===== config.mk =====
export PLATFORM = sky130hd
export DESIGN_NAME = hftc_control
export DESIGN_NICKNAME = d
export VERILOG_FILES = /design/src/design/hftc_pkg.sv /design/src/design/hftc_control.sv
export SDC_FILE = /design/constraint.sdc
export NUM_CORES = 1
export LEC_CHECK = 0
export ABC_AREA = 0
export BUFFER_PORTS_ARGS = -buffer_cell sky130_fd_sc_hd__buf_2
export CAP_MARGIN = 20
export CORE_MARGIN = 2
export CORE_UTILIZATION = 48
export CTS_CLUSTER_SIZE = 10
export DETAILED_ROUTE_END_ITERATION = 8
export GPL_ROUTABILITY_DRIVEN = 1
export PLACE_DENSITY = 0.79
export SETUP_SLACK_MARGIN = 0.4
export SLEW_MARGIN = 20
export SYNTH_ARGS = -nofsm -noshare
export SYNTH_HDL_FRONTEND = slang
export SYNTH_SLANG_ARGS = --single-unit

===== constraint.sdc =====
create_clock -name clock -period 2.1 [get_ports clock]
set_input_delay 0.21 -clock clock [delete_from_list [all_inputs] [get_ports clock]]
set_output_delay 0.21 -clock clock [all_outputs]
set_load 0.02 [all_outputs]

===== src/design/hftc_pkg.sv =====
// package for the host fifo tx/rx control register bank
// assumes a synchronous register port with 32-bit words at byte offsets
package hftc_pkg;

    // ------------------------------------------------------------------
    // register map
    // ------------------------------------------------------------------
    localparam logic [7:0] receive_config_offset = 8'h6c;
    localparam logic [7:0] transmit_config_offset = 8'h70;

    // ------------------------------------------------------------------
    // field positions
    // ------------------------------------------------------------------
    localparam int rx_end_align_lsb = 30;
    localparam int rx_countdown_lsb = 16;
    localparam int rx_flush_bit = 15;
    localparam int rx_shift_lsb = 8;
    localparam int tx_status_flush_bit = 15;
    localparam int tx_data_flush_bit = 14;
    localparam int tx_overrun_permit_bit = 2;
    localparam int tx_on_bit = 1;
    localparam int tx_halt_bit = 0;

    // ------------------------------------------------------------------
    // reset values
    // ------------------------------------------------------------------
    localparam logic [11:0] rx_countdown_reset = 12'h000;
    localparam logic [4:0] rx_shift_reset = 5'h00;
    localparam logic [1:0] rx_end_align_reset = 2'h0;

    // end alignment codes
    typedef enum logic [1:0] {
        align_4 = 2'b00,
        align_16 = 2'b01,
        align_32 = 2'b10,
        align_reserved = 2'b11
    } hftc_align_type;

    // register bus request
    typedef struct packed {
        logic write;
        logic read;
        logic [7:0] addr;
        logic [31:0] wdata;
    } hftc_bus_req_type;

    // pulses to the fifo controllers and transmitter
    typedef struct packed {
        logic rx_flush;
        logic tx_status_flush;
        logic tx_data_flush;
    } hftc_flush_type;

endpackage : hftc_pkg


===== src/design/hftc_control.sv =====
// register bank and control for receive and transmit configuration
// assumes fifo controllers on the same clock give one-cycle pop strobes
//
// Overview of operation
// RULE1 - 12-bit countdown raises interrupt at zero
// RULE2 - each host dword read decrements countdown
// RULE3 - new countdown write replaces remaining count
// RULE4 - rx flush clears both receive pointers
// RULE5 - five-bit byte offset before packet data
// RULE6 - host keeps offset low bits while running
// RULE7 - upper offset bits apply next dword
// RULE8 - end alignment decodes 4, 16, 32
// RULE9 - pad dwords up to end alignment
// RULE10 - host changes alignment only between packets
// RULE11 - tx status flush clears status pointers
// RULE12 - tx data flush clears data pointers
// RULE13 - full status fifo suspends unless permitted
// RULE14 - permit bit leaves full interrupt alone
// RULE15 - transmitter on sends queued data
// RULE16 - tx on clears after halt completes
// RULE17 - halt finishes frame then self-clears
// RULE18 - halt writes ignored while halt reads one
// RULE19 - reserved reads zero, flushes read zero
module hftc_control
    import hftc_pkg::*;
(
    // clock and reset
    input wire logic clock,
    input wire logic rst_n,
    // register port
    input wire hftc_bus_req_type bus_req,
    output logic [31:0] bus_rdata,
    // receive data path
    input wire logic rx_dword_pop,
    input wire logic rx_buffer_last,
    output logic rx_transfer_int,
    output logic [4:0] rx_payload_shift,
    output logic [2:0] rx_dword_shift,
    output logic [3:0] rx_pad_dwords,
    // transmit path
    input wire logic tx_frame_active,
    input wire logic tx_status_full,
    output logic tx_run,
    output logic tx_status_full_int,
    // flush pulses
    output hftc_flush_type flush
);

    // ------------------------------------------------------------------
    // state
    // ------------------------------------------------------------------
    logic [11:0] rx_transfer_countdown, next_rx_transfer_countdown;
    logic countdown_armed, next_countdown_armed;
    logic [4:0] next_rx_payload_shift;
    logic [2:0] next_rx_dword_shift;
    logic [1:0] rx_end_align, next_rx_end_align;
    logic tx_status_overrun_permit, next_tx_status_overrun_permit;
    logic tx_on, next_tx_on;
    logic tx_halt, next_tx_halt;
    logic next_rx_transfer_int;
    logic [3:0] pad_count, next_pad_count;
    logic [3:0] next_rx_pad_dwords;
    hftc_flush_type next_flush;
    logic [31:0] next_bus_rdata;
    logic wr_rx, wr_tx;

    // dwords per alignment block, minus one, used as a mask
    function automatic logic [2:0] align_mask(input logic [1:0] code);
        unique case (code)
            align_4: align_mask = 3'h0;
            align_16: align_mask = 3'h3;
            align_32: align_mask = 3'h7;
            default: align_mask = 3'h0; // reserved treated as 4-byte
        endcase
    endfunction

    assign wr_rx = bus_req.write && bus_req.addr == receive_config_offset;
    assign wr_tx = bus_req.write && bus_req.addr == transmit_config_offset;

    // ------------------------------------------------------------------
    // next-state logic
    // ------------------------------------------------------------------
    always_comb begin
        next_rx_transfer_countdown = rx_transfer_countdown;
        next_countdown_armed = countdown_armed;
        next_rx_transfer_int = 1'b0;
        next_rx_payload_shift = rx_payload_shift;
        next_rx_dword_shift = rx_dword_shift;
        next_rx_end_align = rx_end_align;
        next_tx_status_overrun_permit = tx_status_overrun_permit;
        next_tx_on = tx_on;
        next_tx_halt = tx_halt;
        next_flush = '0;
        next_pad_count = pad_count;

        // a pop that hits zero fires once, then the count idles
        if (countdown_armed && rx_dword_pop) begin
            next_rx_transfer_countdown = rx_transfer_countdown - 12'h001; // RULE2
            if (rx_transfer_countdown == 12'h001) begin
                next_rx_transfer_int = 1'b1; // RULE1
                next_countdown_armed = 1'b0;
            end
        end
        // pads counted per dword in the buffer; reset when buffer ends
        if (rx_dword_pop) begin
            next_pad_count = rx_buffer_last ? 4'h0 : pad_count + 4'h1; // RULE9
            // dword offset only moves on a dword boundary
            next_rx_dword_shift = rx_payload_shift[4:2]; // RULE7
        end

        if (wr_rx) begin
            next_rx_transfer_countdown =
                bus_req.wdata[rx_countdown_lsb +: 12]; // RULE3
            next_countdown_armed = |bus_req.wdata[rx_countdown_lsb +: 12];
            next_rx_payload_shift = bus_req.wdata[rx_shift_lsb +: 5]; // RULE5
            next_rx_end_align = bus_req.wdata[rx_end_align_lsb +: 2]; // RULE8
            next_flush.rx_flush = bus_req.wdata[rx_flush_bit]; // RULE4
        end

        if (wr_tx) begin
            next_tx_status_overrun_permit =
                bus_req.wdata[tx_overrun_permit_bit];
            next_tx_on = bus_req.wdata[tx_on_bit];
            // halt writes only land while halt reads zero
            if (!tx_halt) begin
                next_tx_halt = bus_req.wdata[tx_halt_bit]; // RULE18
            end
            next_flush.tx_status_flush =
                bus_req.wdata[tx_status_flush_bit]; // RULE11
            next_flush.tx_data_flush =
                bus_req.wdata[tx_data_flush_bit]; // RULE12
        end

        // halt completes only once the frame in flight is done
        if (tx_halt && !tx_frame_active) begin
            next_tx_halt = 1'b0; // RULE17
            next_tx_on = 1'b0; // RULE16
        end

        // owed pads taken from next state so the flop matches the new count
        next_rx_pad_dwords[3] = 1'b0;
        next_rx_pad_dwords[2:0] = align_mask(next_rx_end_align)
            & (3'h0 - next_pad_count[2:0]); // RULE9
    end

    // read data; flush bits and reserved bits always read zero
    always_comb begin
        next_bus_rdata = 32'h0000_0000; // RULE19
        if (bus_req.read && bus_req.addr == receive_config_offset) begin
            next_bus_rdata[rx_end_align_lsb +: 2] = rx_end_align;
            next_bus_rdata[rx_countdown_lsb +: 12] = rx_transfer_countdown;
            next_bus_rdata[rx_shift_lsb +: 5] = rx_payload_shift;
        end else if (bus_req.read
                     && bus_req.addr == transmit_config_offset) begin
            next_bus_rdata[tx_overrun_permit_bit] = tx_status_overrun_permit;
            next_bus_rdata[tx_on_bit] = tx_on;
            next_bus_rdata[tx_halt_bit] = tx_halt;
        end
    end

    // ------------------------------------------------------------------
    // registers
    // ------------------------------------------------------------------
    always_ff @(posedge clock or negedge rst_n) begin
        if (!rst_n) begin
            rx_transfer_countdown <= rx_countdown_reset;
            countdown_armed <= 1'b0;
            rx_transfer_int <= 1'b0;
            rx_payload_shift <= rx_shift_reset;
            rx_dword_shift <= 3'h0;
            rx_end_align <= rx_end_align_reset;
            tx_status_overrun_permit <= 1'b0;
            tx_on <= 1'b0;
            tx_halt <= 1'b0;
            pad_count <= 4'h0;
            rx_pad_dwords <= 4'h0;
            flush <= '0;
            bus_rdata <= 32'h0000_0000;
        end else begin
            rx_transfer_countdown <= next_rx_transfer_countdown;
            countdown_armed <= next_countdown_armed;
            rx_transfer_int <= next_rx_transfer_int;
            rx_payload_shift <= next_rx_payload_shift;
            rx_dword_shift <= next_rx_dword_shift;
            rx_end_align <= next_rx_end_align;
            tx_status_overrun_permit <= next_tx_status_overrun_permit;
            tx_on <= next_tx_on;
            tx_halt <= next_tx_halt;
            pad_count <= next_pad_count;
            rx_pad_dwords <= next_rx_pad_dwords;
            flush <= next_flush;
            bus_rdata <= next_bus_rdata;
        end
    end

    // no new frame starts once a halt is pending; the frame in flight
    // finishes on its own, so the halt only gates the next start
    // suspend on full status fifo unless overrun is permitted
    assign tx_run = tx_on && !tx_halt // RULE15 RULE17
        && (tx_status_overrun_permit || !tx_status_full); // RULE13
    // full interrupt source ignores the permit bit
    assign tx_status_full_int = tx_status_full; // RULE14

    // ------------------------------------------------------------------
    // receive checks
    // ------------------------------------------------------------------
    a_count_decrement: assert property ( // RULE2
        @(posedge clock) disable iff (!rst_n)
        countdown_armed && rx_dword_pop && !wr_rx |=>
        rx_transfer_countdown == $past(rx_transfer_countdown) - 12'h001)
        else $error("countdown did not decrement");
    a_count_hold: assert property ( // RULE2
        @(posedge clock) disable iff (!rst_n)
        !rx_dword_pop && !wr_rx |=> $stable(rx_transfer_countdown))
        else $error("countdown moved without a pop");
    a_count_int: assert property ( // RULE1
        @(posedge clock) disable iff (!rst_n)
        countdown_armed && rx_dword_pop && !wr_rx
        && rx_transfer_countdown == 12'h001 |=> rx_transfer_int)
        else $error("transfer interrupt missing");
    a_int_cause: assert property ( // RULE1
        @(posedge clock) disable iff (!rst_n)
        !(countdown_armed && rx_dword_pop
        && rx_transfer_countdown == 12'h001) |=> !rx_transfer_int)
        else $error("transfer interrupt without final pop");
    a_armed_nonzero: assert property ( // RULE1
        @(posedge clock) disable iff (!rst_n)
        countdown_armed |-> rx_transfer_countdown != 12'h000)
        else $error("countdown armed at zero");
    a_count_reload: assert property ( // RULE3
        @(posedge clock) disable iff (!rst_n)
        wr_rx |=> rx_transfer_countdown
        == $past(bus_req.wdata[rx_countdown_lsb +: 12]))
        else $error("countdown not reloaded");
    a_rx_flush_pulse: assert property ( // RULE4
        @(posedge clock) disable iff (!rst_n)
        wr_rx && bus_req.wdata[rx_flush_bit] |=> flush.rx_flush ##1
        !flush.rx_flush || $past(wr_rx))
        else $error("rx flush pulse wrong");
    a_rx_flush_idle: assert property ( // RULE4
        @(posedge clock) disable iff (!rst_n)
        !wr_rx |=> !flush.rx_flush)
        else $error("rx flush without a write");
    a_shift_load: assert property ( // RULE5
        @(posedge clock) disable iff (!rst_n)
        wr_rx |=> rx_payload_shift
        == $past(bus_req.wdata[rx_shift_lsb +: 5]))
        else $error("byte offset not loaded");
    a_dword_shift: assert property ( // RULE7
        @(posedge clock) disable iff (!rst_n)
        rx_dword_pop |=> rx_dword_shift == $past(rx_payload_shift[4:2]))
        else $error("dword offset not applied");
    a_dword_hold: assert property ( // RULE7
        @(posedge clock) disable iff (!rst_n)
        !rx_dword_pop |=> $stable(rx_dword_shift))
        else $error("dword offset moved between reads");
    a_align_load: assert property ( // RULE8
        @(posedge clock) disable iff (!rst_n)
        wr_rx |=> rx_end_align
        == $past(bus_req.wdata[rx_end_align_lsb +: 2]))
        else $error("end alignment not loaded");
    a_pad_bound: assert property ( // RULE9
        @(posedge clock) disable iff (!rst_n)
        rx_pad_dwords[2:0] <= align_mask(rx_end_align)
        && !rx_pad_dwords[3])
        else $error("pad count beyond alignment");

    // ------------------------------------------------------------------
    // transmit checks
    // ------------------------------------------------------------------
    a_txs_flush: assert property ( // RULE11
        @(posedge clock) disable iff (!rst_n)
        wr_tx && bus_req.wdata[tx_status_flush_bit]
        |=> flush.tx_status_flush)
        else $error("tx status flush missing");
    a_txd_flush: assert property ( // RULE12
        @(posedge clock) disable iff (!rst_n)
        wr_tx && bus_req.wdata[tx_data_flush_bit] |=> flush.tx_data_flush)
        else $error("tx data flush missing");
    a_tx_flush_idle: assert property ( // RULE11 RULE12
        @(posedge clock) disable iff (!rst_n)
        !wr_tx |=> !flush.tx_status_flush && !flush.tx_data_flush)
        else $error("tx flush without a write");
    a_suspend_full: assert property ( // RULE13
        @(posedge clock) disable iff (!rst_n)
        tx_status_full && !tx_status_overrun_permit |-> !tx_run)
        else $error("tx ran with full status fifo");
    a_permit_run: assert property ( // RULE13
        @(posedge clock) disable iff (!rst_n)
        tx_on && !tx_halt && tx_status_overrun_permit |-> tx_run)
        else $error("tx held although overrun permitted");
    a_run_needs_on: assert property ( // RULE15
        @(posedge clock) disable iff (!rst_n)
        !tx_on |-> !tx_run)
        else $error("tx ran while disabled");
    a_halt_no_start: assert property ( // RULE17
        @(posedge clock) disable iff (!rst_n)
        tx_halt |-> !tx_run)
        else $error("tx allowed to start while halting");
    a_halt_by_write: assert property ( // RULE17
        @(posedge clock) disable iff (!rst_n)
        !tx_halt && !(wr_tx && bus_req.wdata[tx_halt_bit]) |=> !tx_halt)
        else $error("halt set without a write");
    a_halt_clears: assert property ( // RULE16
        @(posedge clock) disable iff (!rst_n)
        tx_halt && !tx_frame_active |=> !tx_halt && !tx_on)
        else $error("halt did not complete");
    a_halt_holds: assert property ( // RULE18
        @(posedge clock) disable iff (!rst_n)
        tx_halt && tx_frame_active |=> tx_halt)
        else $error("halt dropped mid frame");
    a_rdata_idle: assert property ( // RULE19
        @(posedge clock) disable iff (!rst_n)
        !bus_req.read |=> bus_rdata == 32'h0000_0000)
        else $error("read data without a read");
    a_tx_rdata_resv: assert property ( // RULE19
        @(posedge clock) disable iff (!rst_n)
        bus_req.read && bus_req.addr == transmit_config_offset
        |=> bus_rdata[31:3] == 29'h0)
        else $error("tx reserved bits read nonzero");

endmodule // hftc_control


==> impl_metrics.env, run 1 <==
export IMPL_place_detailed_hpwl_um=3650
export IMPL_nNetsFinal=360
export IMPL_timing_setup_tns_ps=0
export IMPL_cts_tree="done"
export IMPL_row_count=26
export IMPL_post_cts_setup_buffers=0
export IMPL_ant_nets=0
export IMPL_crit_arrival_ps=1850
export IMPL_power_frac_clock_pct=30.9
export IMPL_hold_path_depth=2
export IMPL_reg2reg_to="rx_transfer_countdown[11]"
export IMPL_async_flop_share_pct=100
export IMPL_grt_overflow=0
export IMPL_peakVddDrop_mv=0.500
export IMPL_p_int_mw=1.96
export IMPL_powerDensity_nw_per_um2=889
export IMPL_reg2regPathDepth=4
export IMPL_synth_edf_count=0
export IMPL_dieArea_um2=5860
export IMPL_reg2reg_from="rx_transfer_countdown[4]"
export IMPL_placedCellCount=365
export IMPL_synth_cell_area_um2=2520
export IMPL_maxCapViolCount=0
export IMPL_p_sw_share_pct=30.8
export IMPL_floorplan_initialDensity_pct=49.4
export IMPL_antenna_found_initial=0
export IMPL_worst_path_largest_cell_delay_ps=470
export IMPL_wirelength_um=4940
export IMPL_timing_final_hold_violations=0
export IMPL_die_w_um=76.5
export IMPL_max_freq_ghz=0.608
export IMPL_whs_endpoint="flush[0]"
export IMPL_synth_ff_type="dfrtp_1"
export IMPL_min_from="bus_req[14]"
export IMPL_path_buf_inv=0
export IMPL_utilization_pct=62.4
export IMPL_postLayoutCellArea_um2=3190
export IMPL_grt_pass1_wl_um=8190
export IMPL_boundaryPins=98
export IMPL_avgSynthCellArea_um2=11.5
export IMPL_fin_skew_ps=7.61
export IMPL_switchingPower_mw=0.874
export IMPL_areaGrowthSynthToFinish_pct=26.2
export IMPL_cp_end_kind="flop"
export IMPL_n_antenna_cell=0
export IMPL_globalplace_congestion=0.825
export IMPL_vias_per_cell=4.83
export IMPL_hp_class="in2reg"
export IMPL_ys_types=40
export IMPL_grt_max_degree=26
export IMPL_pwr_share_seq_pct=50.8
export IMPL_placed_area_um2=2980
export IMPL_critical_path_class="reg2reg"
export IMPL_grt_pass1_vias=1812
export IMPL_cts_sinks=58
export IMPL_preCtsSetupSlack_ps=121
export IMPL_power_frac_comb_pct=18.3
export IMPL_crit_family="simple AND/OR/NAND/NOR gates"
export IMPL_rsz0062_at_grt="yes"
export IMPL_layout_drive_gt1_share_pct=38.8
export IMPL_avgRoutedWirePerCell_um=12.9
export IMPL_setup_slack_ps=455
export IMPL_worstPathMaxFanout=5
export IMPL_root_buffer="clkbuf_8"
export IMPL_p_leak_nw=1.68
export IMPL_setup_violations=0
export IMPL_portBuffers=78
export IMPL_status="complete, no violations"
export IMPL_clk_latency_ps=330
export IMPL_period_share_pct=78.3
export IMPL_vias=1844
export IMPL_synthCells=219
export IMPL_total_power_mw=2.83
export IMPL_clock_path_buffers=2
export IMPL_drcViolationCount=0
export IMPL_ys_seq_area_share_pct=57.5
export IMPL_reg2reg_slack_ps=450
export IMPL_numCtsBuffers=9
export IMPL_required_ps=2310
export IMPL_chipHeight_um=76.5
export IMPL_worstPathCellList="nor4_2, nand2_1, o21a_1, o31a_1"
export IMPL_nFillCells=423
export IMPL_drtPass1Iterations=4
export IMPL_whs_ps=96.1
export IMPL_period_needed_ps=1650
export IMPL_synth_seq_cells=58
export IMPL_coreArea_um2=5110
export IMPL_yosys_warnings=0
export IMPL_cp_start_kind="flop"
export IMPL_htreeDepth=3
export IMPL_drt_iter0_drc=97
export IMPL_slew_viol_final=0
export IMPL_clkSlewWorstSetupHoldPaths_ps=70
export IMPL_stdcell_count=382
export IMPL_grtUsageTotal_pct=18.3
export IMPL_critPathSlowestCell="dfrtp_1"
## final cells by class
type	count	area, um2	area share (%)
clock inverters	5	30.0	0.942
well taps	70	87.6	2.75
multi-input cells	145	1000	31.4
flip-flops and latches	58	1450	45.5
inverters	8	30.0	0.942
repair buffers	85	445	14.0
clock buffers	11	141	4.44
## synth_stat cells, drive strengths merged (4+ instances only)
cell type	instances	area (um2)
nor3	6	46.3
dfrtp	58	1450
mux2	11	124
nand2	22	82.6
and2	23	144
buf	15	108
ha	5	62.6
a21oi	4	20.0
nor4	5	31.3
nor2	7	33.8
inv	8	30.0
xor2	9	78.8
nand3	5	25.0
o21ai	11	55.1
## cell families (layout without fill, tap and decap cells)
family                   after synthesis  count (layout)  share of synthesized area [%]
AND/OR/NAND/NOR                       84              84                           19.5
flip-flops                            58              58                           57.5
buffers and inverters                 26             109                           5.95
AO/OA/AOI/OAI                         21              21                           4.91
multiplexers                          14              14                           6.10
XOR/XNOR                              10              10                           3.47
adder cells (fa/ha/maj)                5               5                           2.48
other                                  1              11                          0.149
## power by group through the flow
stage               Combinational (mW)  Clock [mW]  Sequential (mW)
floorplan                        0.354           0             1.40
global placement                 0.481           0             1.42
detailed placement               0.500           0             1.43
CTS                              0.514       0.894             1.42
global route                     0.587       0.949             1.46
finish                           0.519       0.876             1.44
## state kept, by name, indices dropped and copies added (netlist names)
name / cells
bus_rdata: 22
countdown_armed: 1
flush: 3
pad_count: 3
rx_dword_shift: 3
rx_end_align: 2
rx_pad_dwords: 3
rx_payload_shift: 5
rx_transfer_countdown: 12
rx_transfer_int: 1
tx_halt: 1
tx_on: 1
tx_status_overrun_permit: 1
## layer usage
| metal | part of all wire (%) | vias up | global-route usage, % |
|---|---|---|---|
| met5 | 0 | - | 0 |
| li1 | - | 890 | - |
| met1 | 43 | 868 | 22.8 |
| met3 | 8.8 | 4 | 6.16 |
| met2 | 47 | 82 | 29.7 |
| met4 | 0.91 | 0 | 6.55 |
## what timing repair did
action | 4_1_cts | 5_1_grt
endpoints found under the setup margin | 2 | 3
resized for setup | 2 | 3
hold buffers | 1 | 0
hold endpoints to repair | 14 | 0
## layout by cell type (no fill, tap or decap), types with 6 or more instances in the layout
cell type	instances
buf_4	6
and2_1	23
nor2_1	6
o21ai_0	10
nand2_1	22
clkbuf_8	10
xor2_1	9
mux2_2	10
dfrtp_1	58
inv_1	7
buf_2	78
conb_1	11
## worst max path at each step
stage | startpoint | end | slack (ps) | depth (start not counted)
final | rx_transfer_countdown[4] | rx_transfer_countdown[11] | 450 | 4
after global routing | rx_transfer_countdown[4] | rx_transfer_countdown[11] | 390 | 4
after CTS | rx_transfer_countdown[7] | rx_transfer_countdown[11] | 380 | 4
after detailed placement | bus_req[39] | rx_payload_shift[0] | 120 | 5
after global placement | bus_req[39] | rx_payload_shift[2] | 150 | 5
after floorplan | bus_req[39] | rx_pad_dwords[0] | 130 | 6
(Power assumes the default switching activity.)
==> run 2: changes to the inputs <==
Clock period 2.1 ns to 1.6 ns, I/O delays scaled along.
==> impl_metrics.env, run 2 (synthesis results as in run 1) <==
export IMPL_total_power_mw=4.09
export IMPL_max_freq_ghz=0.659
export IMPL_crit_arrival_ps=1730
export IMPL_grt_pass1_wl_um=9080
export IMPL_vias=1981
export IMPL_period_needed_ps=1520
export IMPL_clkSlewWorstSetupHoldPaths_ps=60
export IMPL_root_buffer="clkbuf_8"
export IMPL_multi_input_area_um2=1160
export IMPL_final_common_cell="buf_2"
export IMPL_critical_path_class="in2reg"
export IMPL_pwr_share_seq_pct=47.4
export IMPL_cts_sinks=58
export IMPL_dieArea_um2=5860
export IMPL_nFillCells=394
export IMPL_coreArea_um2=5110
export IMPL_ant_nets=0
export IMPL_numCtsBuffers=9
export IMPL_whs_endpoint="flush[0]"
export IMPL_row_count=26
export IMPL_switchingPower_mw=1.29
export IMPL_areaGrowthSynthToFinish_pct=45.9
export IMPL_grtUsageTotal_pct=20.8
export IMPL_peakVddDrop_mv=0.597
export IMPL_required_ps=1810
export IMPL_layout_drive_gt1_share_pct=50.4
export IMPL_period_share_pct=94.8
export IMPL_p_sw_share_pct=31.6
export IMPL_timing_final_hold_violations=0
export IMPL_floorplan_initialDensity_pct=49.4
export IMPL_cts_tree="done"
export IMPL_reg2regPathDepth=7
export IMPL_powerDensity_nw_per_um2=1110
export IMPL_grt_overflow=0
export IMPL_globalplace_congestion=0.860
export IMPL_worstPathMaxFanout=4
export IMPL_reg2reg_from="pad_count[1]"
export IMPL_drtPass1Iterations=4
export IMPL_portBuffers=78
export IMPL_power_frac_comb_pct=26.6
export IMPL_chipHeight_um=76.5
export IMPL_stdcell_count=409
export IMPL_setup_violations=0
export IMPL_p_int_mw=2.80
export IMPL_p_leak_nw=1.90
export IMPL_grt_max_degree=59
export IMPL_power_frac_clock_pct=26.0
export IMPL_clk_latency_ps=330
export IMPL_top_regs="bus_rdata (22), rx_transfer_countdown (12), rx_payload_shift (5)"
export IMPL_status="complete, no violations"
export IMPL_wirelength_um=6020
export IMPL_grt_pass1_vias=1953
export IMPL_regMostFlops="bus_rdata"
export IMPL_placedCellCount=375
export IMPL_fin_skew_ps=4.77
export IMPL_maxCapViolCount=0
export IMPL_cp_end_kind="flop"
export IMPL_mostFrequentLayoutCells="buf_2, dfrtp_1, and2_1, buf_4, nand2_1"
export IMPL_cp_start_kind="primary input"
export IMPL_drcViolationCount=0
export IMPL_timing_setup_tns_ps=0
export IMPL_min_from="bus_req[14]"
export IMPL_nNetsFinal=391
export IMPL_seqCellArea_um2=1460
export IMPL_htreeDepth=3
export IMPL_reg2reg_slack_ps=160
export IMPL_place_detailed_hpwl_um=3740
export IMPL_antenna_found_initial=0
export IMPL_hold_path_depth=2
export IMPL_vias_per_cell=4.84
export IMPL_hp_class="in2reg"
export IMPL_slew_viol_final=0
export IMPL_avgRoutedWirePerCell_um=14.7
export IMPL_largest_reg_flops=22
export IMPL_die_w_um=76.5
export IMPL_drt_iter0_drc=96
export IMPL_rsz0062_at_grt="yes"
export IMPL_n_antenna_cell=0
export IMPL_reg2reg_to="rx_pad_dwords[2]"
export IMPL_clock_path_buffers=2
export IMPL_boundaryPins=98
[run 2: changes by cell type in the layout (fill, tap and decap cells not counted), sizes merged]
cell,before,now
buf,84,115
clkinv,3,1
clkinvlp,2,0
[run 2: worst max-delay path by stage]
stage	cells past startpoint	to	startpoint	slack (ps)
6_report	7	rx_pad_dwords[0]	bus_req[33]	80
2_1_floorplan	6	rx_pad_dwords[0]	bus_req[39]	-320
3_3_place_gp	6	rx_pad_dwords[0]	bus_req[39]	-270
3_5_place_dp	7	rx_transfer_countdown[11]	bus_req[39]	-310
5_1_grt	7	rx_pad_dwords[2]	pad_count[0]	20
4_1_cts	7	rx_pad_dwords[1]	bus_req[33]	110
[run 2: layout make-up]
cell class                      instances  area share [%]
Clock buffer                           11            3.84
Tap cell                               70            2.38
Timing Repair Buffer                  116            21.9
Sequential cell                        58            39.5
Multi-Input combinational cell        145            31.5
Inverter                                8           0.815
Clock inverter                          1           0.136
[run 2: what timing repair did]
item                       4_1_cts  5_1_grt
setup endpoints to repair       51       55
resized for setup               34       31
pin swaps                       10        8
setup buffers                   11        7
hold endpoints to repair        58        0
hold buffers                     1        0
cloned                           3        0
[run 2: metrics by stage]
step                setup WS (ps)  util, %  instance area [um2]  hold WS [ps]
floorplan                    -323        -                 2610          -136
global placement             -274     60.7                 3100           184
detailed placement           -313     60.7                 3100           183
CTS                           113     68.6                 3500          28.5
global route                 19.4     72.1                 3680          36.7
finish                       82.9     72.1                 3680          37.7
[run 2: power by group through the flow]
| stage | sequential (mW) | combinational (mW) | clock (mW) |
|---|---|---|---|
| after floorplan | 1.86 | 0.476 | 0 |
| final | 1.94 | 1.09 | 1.07 |
| after detailed placement | 1.88 | 0.748 | 0 |
| after global placement | 1.87 | 0.724 | 0 |
| after global routing | 1.96 | 1.18 | 1.16 |
| after CTS | 1.89 | 0.895 | 1.09 |
[run 2: worst max-delay path, stage by stage]
cell and delay, ps:
buf_6 90, or4b_4 550, nor3_4 170, buf_12 140, mux2_4 310, ha_4 280
nor2_2 40
[run 2: per-layer routing]
metal  vias to the layer above  track usage [%]  share of wire (%)
met4                         0             11.8                2.6
met1                       934             23.5                 41
met3                        15             6.04                6.5
met5                         -                0                  0
li1                        947                -                  -
met2                        85             35.1                 50
